`src/verilog/pmc_pkg.sv`:
```
package pmc_pkg;

    // ------------------------------------------------------------------
    // Register map (word index = byte offset / 4 not used: plain port)
    // ------------------------------------------------------------------
    localparam logic [3:0] ADDR_SYS_ONE = 4'h0; // system_control_one
    localparam logic [3:0] ADDR_SYS_TWO = 4'h1; // system_control_two
    localparam logic [3:0] ADDR_MSTBY_TWO = 4'h2; // module_standby_control_two
    localparam logic [3:0] ADDR_STATUS = 4'h3; // mode and clock status

    // ------------------------------------------------------------------
    // Field positions
    // ------------------------------------------------------------------
    // system_control_one
    localparam int SYS1_STANDBY_SELECT_BIT = 7;
    localparam int SYS1_WAIT_LSB = 4;
    // system_control_two
    localparam int SYS2_SUBSLEEP_SELECT_BIT = 7;
    localparam int SYS2_LOW_SPEED_ON_BIT = 6;
    localparam int SYS2_DIRECT_TRANSITION_ON_BIT = 5;
    localparam int SYS2_DIV_LSB = 2;
    // module_standby_control_two
    localparam int MST_SER2_BIT = 7;
    localparam int MST_TMB_BIT = 4;
    localparam int MST_TMZ_BIT = 1;
    localparam int MST_PWM_BIT = 0;
    localparam logic [7:0] MST_WRITE_MASK = 8'h93;

    // ------------------------------------------------------------------
    // Reset values
    // ------------------------------------------------------------------
    localparam logic [7:0] SYS1_RESET = 8'h00;
    localparam logic [7:0] SYS2_RESET = 8'h00;
    localparam logic [7:0] MST_RESET = 8'h00;

    // ------------------------------------------------------------------
    // Timing: settling wait per wakeup_wait_select code, in cycles
    // ------------------------------------------------------------------
    localparam int WAIT_BASE_CYCLES = 8192;

    // ------------------------------------------------------------------
    // Operating modes
    // ------------------------------------------------------------------
    typedef enum logic [2:0] {
        PMC_ACTIVE = 3'b000,
        PMC_SUBACTIVE = 3'b001,
        PMC_SLEEP = 3'b010,
        PMC_SUBSLEEP = 3'b011,
        PMC_STANDBY = 3'b100,
        PMC_SETTLE = 3'b101,
        PMC_RESET = 3'b110
    } pmc_mode_t;

endpackage : pmc_pkg

```
`src/verilog/pmc_power_mode_controller.sv`:
```
`timescale 1ns/1ps
`default_nettype none

module pmc_power_mode_controller #(
    parameter int WAIT_UNIT = pmc_pkg::WAIT_BASE_CYCLES
) (
    // Clock and reset
    input wire logic clk_sys,
    input wire logic rst,
    // Register port
    input wire logic [3:0] reg_addr,
    input wire logic [7:0] reg_wdata,
    input wire logic reg_write,
    input wire logic reg_read,
    output logic [7:0] reg_rdata,
    // CPU side
    input wire logic sleep_instr,
    input wire logic irq_pending,
    input wire logic irq_enabled,
    input wire logic interrupt_mask,
    input wire logic direct_irq_enabled,
    input wire logic external_clear_pin_n,
    output logic cpu_halt,
    output logic cpu_reset,
    output logic irq_take,
    output logic direct_irq_take,
    // Clocks and peripherals
    output logic sys_osc_run,
    output logic sub_osc_run,
    output logic periph_clk_en,
    output logic slow_periph_reset,
    output logic second_serial_standby,
    output logic timer_b_standby,
    output logic timer_z_standby,
    output logic modulator_standby,
    output logic retain_keep_domain,
    output logic port_hiz
);

    // ------------------------------------------------------------------
    // State
    // ------------------------------------------------------------------
    typedef struct packed {
        pmc_pkg::pmc_mode_t mode;
        logic [7:0] sys_one;
        logic [7:0] sys_two;
        logic [7:0] mstby;
        logic [2:0] div_live;
        logic [5:0] div_cnt;
        logic [18:0] wait_cnt;
        logic wait_reset;
        logic [7:0] rdata;
        logic irq_take;
        logic direct_take;
        logic periph_rst;
    } pmc_state_t;

    pmc_state_t st;
    pmc_state_t next_st;

    logic [5:0] div_limit;
    logic [18:0] wait_len;
    logic wake_req;

    // Divider terminal count from the applied code
    always_comb begin
        unique case (st.div_live)
            3'b100: div_limit = 6'h07;
            3'b101: div_limit = 6'h0F;
            3'b110: div_limit = 6'h1F;
            3'b111: div_limit = 6'h3F;
            default: div_limit = 6'h00;
        endcase
    end

    // Settling length grows with the select code; never below one unit
    assign wait_len = 19'(WAIT_UNIT) * 19'(
        {16'h0000, st.sys_one[pmc_pkg::SYS1_WAIT_LSB +: 3]} + 19'h1);

    // A wake needs an enabled request and a clear mask bit
    assign wake_req = irq_pending && irq_enabled && !interrupt_mask;

    // ------------------------------------------------------------------
    // Next state
    // ------------------------------------------------------------------
    always_comb begin
        next_st = st;
        next_st.irq_take = 1'b0;
        next_st.direct_take = 1'b0;
        next_st.periph_rst = 1'b0;

        // Register writes; reserved bits masked off
        if (reg_write) begin
            unique case (reg_addr)
                pmc_pkg::ADDR_SYS_ONE: next_st.sys_one = reg_wdata & 8'hF0;
                pmc_pkg::ADDR_SYS_TWO: next_st.sys_two = reg_wdata & 8'hFC;
                pmc_pkg::ADDR_MSTBY_TWO:
                    next_st.mstby = reg_wdata & pmc_pkg::MST_WRITE_MASK;
                default: ;
            endcase
        end

        // Read data stands one cycle after the strobe
        next_st.rdata = 8'h00;
        if (reg_read) begin
            unique case (reg_addr)
                pmc_pkg::ADDR_SYS_ONE: next_st.rdata = st.sys_one;
                pmc_pkg::ADDR_SYS_TWO: next_st.rdata = st.sys_two;
                pmc_pkg::ADDR_MSTBY_TWO: next_st.rdata = st.mstby;
                pmc_pkg::ADDR_STATUS:
                    next_st.rdata = {2'b00, st.div_live, st.mode};
                default: next_st.rdata = 8'h00;
            endcase
        end

        // Divided peripheral clock enable
        if (st.div_cnt >= div_limit) begin
            next_st.div_cnt = 6'h00;
        end else begin
            next_st.div_cnt = st.div_cnt + 6'h01;
        end

        unique case (st.mode)
            pmc_pkg::PMC_ACTIVE, pmc_pkg::PMC_SUBACTIVE: begin
                if (sleep_instr) begin
                    // New divider code only takes hold at a sleep instruction
                    next_st.div_live = st.sys_two[pmc_pkg::SYS2_DIV_LSB +: 3];
                    next_st.div_cnt = 6'h00;
                    if (st.sys_two[pmc_pkg::SYS2_SUBSLEEP_SELECT_BIT]) begin
                        next_st.periph_rst = 1'b1;
                    end
                    if (st.sys_two[pmc_pkg::SYS2_DIRECT_TRANSITION_ON_BIT] &&
                        direct_irq_enabled && !interrupt_mask) begin
                        // Program keeps running across the switch
                        next_st.direct_take = 1'b1;
                        next_st.mode = st.sys_two[pmc_pkg::SYS2_LOW_SPEED_ON_BIT] ?
                            pmc_pkg::PMC_SUBACTIVE : pmc_pkg::PMC_ACTIVE;
                    end else if (!st.sys_two[pmc_pkg::SYS2_DIRECT_TRANSITION_ON_BIT] &&
                                 st.sys_one[pmc_pkg::SYS1_STANDBY_SELECT_BIT]) begin
                        next_st.mode = pmc_pkg::PMC_STANDBY;
                    end else if (st.sys_two[pmc_pkg::SYS2_SUBSLEEP_SELECT_BIT]) begin
                        next_st.mode = pmc_pkg::PMC_SUBSLEEP;
                    end else begin
                        next_st.mode = pmc_pkg::PMC_SLEEP;
                    end
                end
            end
            pmc_pkg::PMC_SLEEP, pmc_pkg::PMC_SUBSLEEP: begin
                if (!external_clear_pin_n) begin
                    next_st.mode = pmc_pkg::PMC_RESET;
                end else if (wake_req) begin
                    next_st.irq_take = 1'b1;
                    if (st.sys_two[pmc_pkg::SYS2_SUBSLEEP_SELECT_BIT]) begin
                        next_st.periph_rst = 1'b1;
                    end
                    next_st.mode = st.sys_two[pmc_pkg::SYS2_LOW_SPEED_ON_BIT] ?
                        pmc_pkg::PMC_SUBACTIVE : pmc_pkg::PMC_ACTIVE;
                end
            end
            pmc_pkg::PMC_STANDBY: begin
                if (!external_clear_pin_n) begin
                    next_st.mode = pmc_pkg::PMC_RESET;
                end else if (wake_req) begin
                    // Restart the oscillator and let it settle first
                    next_st.mode = pmc_pkg::PMC_SETTLE;
                    next_st.wait_cnt = 19'h00001;
                end
            end
            pmc_pkg::PMC_SETTLE: begin
                if (!external_clear_pin_n) begin
                    next_st.mode = pmc_pkg::PMC_RESET;
                end else if (st.wait_cnt >= wait_len) begin
                    next_st.irq_take = 1'b1;
                    if (st.sys_two[pmc_pkg::SYS2_SUBSLEEP_SELECT_BIT]) begin
                        next_st.periph_rst = 1'b1;
                    end
                    next_st.mode = pmc_pkg::PMC_ACTIVE;
                end else begin
                    next_st.wait_cnt = st.wait_cnt + 19'h00001;
                end
            end
            pmc_pkg::PMC_RESET: begin
                // Leave only when the pin is released high
                if (external_clear_pin_n) begin
                    next_st = '0;
                    next_st.mode = pmc_pkg::PMC_ACTIVE;
                end
            end
            default: next_st.mode = pmc_pkg::PMC_ACTIVE;
        endcase
    end

    // ------------------------------------------------------------------
    // Registers
    // ------------------------------------------------------------------
    always_ff @(posedge clk_sys) begin
        if (rst) begin
            st <= '0;
            st.sys_one <= pmc_pkg::SYS1_RESET;
            st.sys_two <= pmc_pkg::SYS2_RESET;
            st.mstby <= pmc_pkg::MST_RESET;
            st.mode <= pmc_pkg::PMC_ACTIVE;
        end else begin
            st <= next_st;
        end
    end

    // ------------------------------------------------------------------
    // Outputs
    // ------------------------------------------------------------------
    assign reg_rdata = st.rdata;
    assign irq_take = st.irq_take;
    assign direct_irq_take = st.direct_take;
    // CPU stops in every halt mode and during the settling wait
    assign cpu_halt = (st.mode == pmc_pkg::PMC_SLEEP) ||
        (st.mode == pmc_pkg::PMC_SUBSLEEP) ||
        (st.mode == pmc_pkg::PMC_STANDBY) ||
        (st.mode == pmc_pkg::PMC_SETTLE);
    assign cpu_reset = (st.mode == pmc_pkg::PMC_RESET);
    // Main oscillator also runs during settle and reset hold
    assign sys_osc_run = (st.mode == pmc_pkg::PMC_ACTIVE) ||
        (st.mode == pmc_pkg::PMC_SLEEP) ||
        (st.mode == pmc_pkg::PMC_SETTLE) ||
        (st.mode == pmc_pkg::PMC_RESET);
    assign sub_osc_run = 1'b1;
    assign periph_clk_en = (st.mode == pmc_pkg::PMC_ACTIVE ||
        st.mode == pmc_pkg::PMC_SLEEP) && (st.div_cnt == 6'h00);
    assign slow_periph_reset = st.periph_rst ||
        (st.mode == pmc_pkg::PMC_SUBACTIVE) ||
        (st.mode == pmc_pkg::PMC_SUBSLEEP) ||
        (st.mode == pmc_pkg::PMC_STANDBY);
    // Retained units keep state; software access not gated here
    assign retain_keep_domain = (st.mode != pmc_pkg::PMC_ACTIVE) &&
        (st.mode != pmc_pkg::PMC_SLEEP);
    assign second_serial_standby = st.mstby[pmc_pkg::MST_SER2_BIT];
    assign timer_b_standby = st.mstby[pmc_pkg::MST_TMB_BIT];
    assign timer_z_standby = st.mstby[pmc_pkg::MST_TMZ_BIT];
    assign modulator_standby = st.mstby[pmc_pkg::MST_PWM_BIT];
    assign port_hiz = (st.mode == pmc_pkg::PMC_STANDBY) ||
        (st.mode == pmc_pkg::PMC_SETTLE);

endmodule : pmc_power_mode_controller
`default_nettype wire
```
`config.mk`:
```
export PLATFORM = sky130hd
export DESIGN_NAME = pmc_power_mode_controller
export DESIGN_NICKNAME = d
export VERILOG_FILES = /design/src/verilog/pmc_pkg.sv /design/src/verilog/pmc_power_mode_controller.sv
export SDC_FILE = /design/constraint.sdc
export NUM_CORES = 1
export LEC_CHECK = 0
export BUFFER_PORTS_ARGS = -buffer_cell sky130_fd_sc_hd__buf_2
export CAP_MARGIN = 20
export CORE_MARGIN = 2
export CORE_UTILIZATION = 52
export CTS_CLUSTER_DIAMETER = 30
export DETAILED_ROUTE_END_ITERATION = 6
export PLACE_DENSITY = 0.78
export SYNTH_ARGS = -nofsm -noshare
export SYNTH_HDL_FRONTEND = slang
export SYNTH_SLANG_ARGS = --single-unit
```
`constraint.sdc`:
```
create_clock -name clk_sys -period 2.2 [get_ports clk_sys]
set_input_delay 0 -clock clk_sys [delete_from_list [all_inputs] [get_ports clk_sys]]
set_output_delay 0 -clock clk_sys [all_outputs]
set_load 0.02 [all_outputs]
```
==> reports/metrics.yaml <==
status:
  status: "finished with violations"
  failed_checks: "setup timing"
timing:
  maxSlewHeadroom: 0.593
  setup_violations: 1
  rsz0062_at_grt: "true"
  timing.final.crit_share: 1.00
  tns_ns: -0.00285
  finalHoldViolations: 0
  worst_pin_slew_ns: 0.605
  slew_viol_final: 0
  max_freq_mhz: 454
  finalClockSkew_ns: 0.0147
  fin_crit_ns: 2.20
  setup_ws_ns: -0.00285
routing:
  wl_per_cell_um: 15.7
  drc_errors: 0
  drt-initial-drc-count: 195
  dr_total_vias: 3141
  dr.pass1.iters: 5
  wirelength_um: 8410
  detail-route-antenna-nets: 0
  avgViaCountPerCell: 5.86
min_path:
  min_delay_path_depth: 3
  min_from: "sleep_instr"
  min_path_type: "primary input to register"
die:
  ioPinCount: 44
  initial_core_util: 0.531
  die_h_um: 86.6
  core_um2: 6680
  row_count: 30
  die_width_um: 86.6
  dieArea_um2: 7510
global_routing:
  antenna_found_initial: 0
  gr-total-overflow: 0
  first_global_vias: 2954
  grt_max_degree: 29
  track_usage: 0.233
  grt_pass1_wl_um: 13800
yosys:
  yosysWarnings: 0
  synth.ff_latch_count: 66
  synth_cell_types: 64
  synth_seq_area_share: 0.372
  synth_area_um2: 3550
  synth.avg_cell_area_um2: 8.92
  synthArstFlopShare: 0
  synth_cells: 398
  ys.flop_type: "dfxtp_1"
  synth-edff-count: 0
  syn_nets: 435
finish:
  num-fill-cells: 539
  areaGrowthSynthToFinish_pct: 19.8
  drive_above_1_share: 0.241
  nets: 488
  area.sequential_um2: 1330
  antenna_cells: 0
  multiInputGateArea_um2: 2120
placed_design:
  portBuffers: 42
  gp_congestion: 0.911
  hpwlAfterDp_um: 5560
setup_path:
  start_kind: "register"
  ff2ff_path_depth: 8
  cp_max_fo: 8
  worst_r2r_startpoint: "st[60]$_SDFF_PP0_"
  endpoint_kind: "register"
  critical_path_arrival_ns: 2.45
  startpoint: "st[60]$_SDFF_PP0_"
  critPathRequiredTime_ns: 2.44
  crit_type: "register to register"
power:
  p_leak_nw: 1.75
  pwr_density_cell_nw_per_um2: 750
  ir_drop_v: 0.000708
  power.total_mw: 3.19
cts:
  clock-sinks: 66
  clk_latency_ns: 0.36
  h-tree-depth: 3
  cts_root_buf: "clkbuf_8"
  tritoncts: "yes"
  clk_pin_slew_worst_paths_ns: 0.07
  cts_buffers: 9
  clockBufferDepth: 2
flow_run:
  drv_cap: 0
## placed cells by master, fill, tap and decap left out, drive strengths merged, types with 3 or more instances in the layout
cell         netlist  routed
buf               19      60
o21ai              9       9
xnor2              4       4
clkbuf             8       9
dlygate4sd3        0       9
nand2b            11      11
nor2              36      36
a31oi              3       3
nor3               8       8
nand4b             5       5
nand3             16      16
nand2             39      39
ha                15      15
mux4               6       6
a21oi             31      31
mux2               3       3
or3                4       4
nor4               3       3
and2               4       4
xor2               3       3
nand4              7       7
and3              14      14
nor2b              9       9
a21o               3       3
mux2i             24      24
inv               16      18
dfxtp             66      66
## cells in the mapped netlist (3+ instances only)
master	number	area, µm²
buf_2	4	20.0
xnor2_1	4	35.0
nand2b_1	11	68.8
nor3_1	7	35.0
a21o_1	3	22.5
and3_1	14	87.6
clkbuf_1	8	30.0
ha_1	15	188
dfxtp_1	66	1320
buf_6	3	33.8
o21ai_0	8	40.0
nand3_1	16	80.1
mux2i_1	24	240
nor2b_1	9	56.3
and2_1	3	18.8
or3_1	3	18.8
nand4_1	7	43.8
inv_1	16	60.1
mux4_2	6	135
a21oi_1	30	150
buf_4	11	82.6
nand2_1	39	146
xor2_1	3	26.3
nor2_1	35	131
nand4b_1	5	43.8
## routing by layer
metal / up-vias / wire [µm] / global-route usage
met2: 125 / 3820 / 0.346
met3: 17 / 532 / 0.0419
met1: 1482 / 3880 / 0.330
li1: 1517 / - / -
met5: - / 0 / 0
met4: 0 / 176 / 0.102
## flip-flops by register name (all words and copies together), names as in the netlist
name                   flops
irq_take                   1
modulator_standby          1
reg_rdata                  8
second_serial_standby      1
st                        52
timer_b_standby            1
timer_z_standby            1
direct_irq_take            1
## power breakdown
group / internal [mW] / switching (mW)
Sequential: 1.23 / 0.0459
Clock: 0.531 / 0.516
Combinational: 0.344 / 0.530
Total: 2.10 / 1.09
## logic make-up after synthesis
kind of cell             count (synthesis)  share of synthesized area
multiplexers                            33                      0.116
adder cells (fa/ha/maj)                 15                     0.0529
XOR/XNOR                                 7                     0.0173
buffers and inverters                   43                     0.0648
flip-flops                              66                      0.372
AND/OR/NAND/NOR                        165                      0.246
AO/OA/AOI/OAI                           68                      0.130
other                                    1                    0.00106
## path summary, 6_finish.rpt
check	endpoint	slack, ns
hold / removal	st[0]$_SDFF_PP0_	0.02
setup reg to reg	st[20]$_SDFFE_PP0P_	-0.003
hold reg to reg	st[31]$_SDFF_PP0_	0.47
setup / recovery	st[20]$_SDFFE_PP0P_	-0.003
## repair_timing
action / 4_1_cts / 5_1_grt
pin swaps: 6 / 5
endpoints found under the hold margin: 17 / 0
hold buffers: 9 / 0
resized for setup: 13 / 12
endpoints found under the setup margin: 21 / 22
setup buffers: 3 / 1
## critical path, cell delays in order, from the launching register on
cell,delay (ns)
dfxtp_4,0.36
ha_4,0.17
xnor2_2,0.14
ha_1,0.23
a221oi_4,0.35
a31oi_4,0.21
buf_6,0.17
o311a_1,0.33
a21o_1,0.15
## per-stage QoR
stage	worst slack, ns	hold slack (ns)	cell area, µm²	util	instances
after CTS	0.00510	0.00244	4190	0.628	535
after floorplan	0.0518	0.136	3550	-	398
after global routing	-0.0907	0.0471	4260	0.637	536
after detailed placement	-0.104	0.242	3800	0.568	507
after global placement	-0.0337	0.229	3800	0.568	507
final	-0.00285	0.0221	4260	0.637	536
## layout make-up
type,count,share of cell area
flip-flops and latches,66,0.312
clock buffers,9,0.0291
well taps,80,0.0235
clock inverters,7,0.0179
inverters,16,0.0141
multi-input cells,289,0.498
repair buffers,69,0.106
Note: power is estimated with default switching activity, not from simulation.
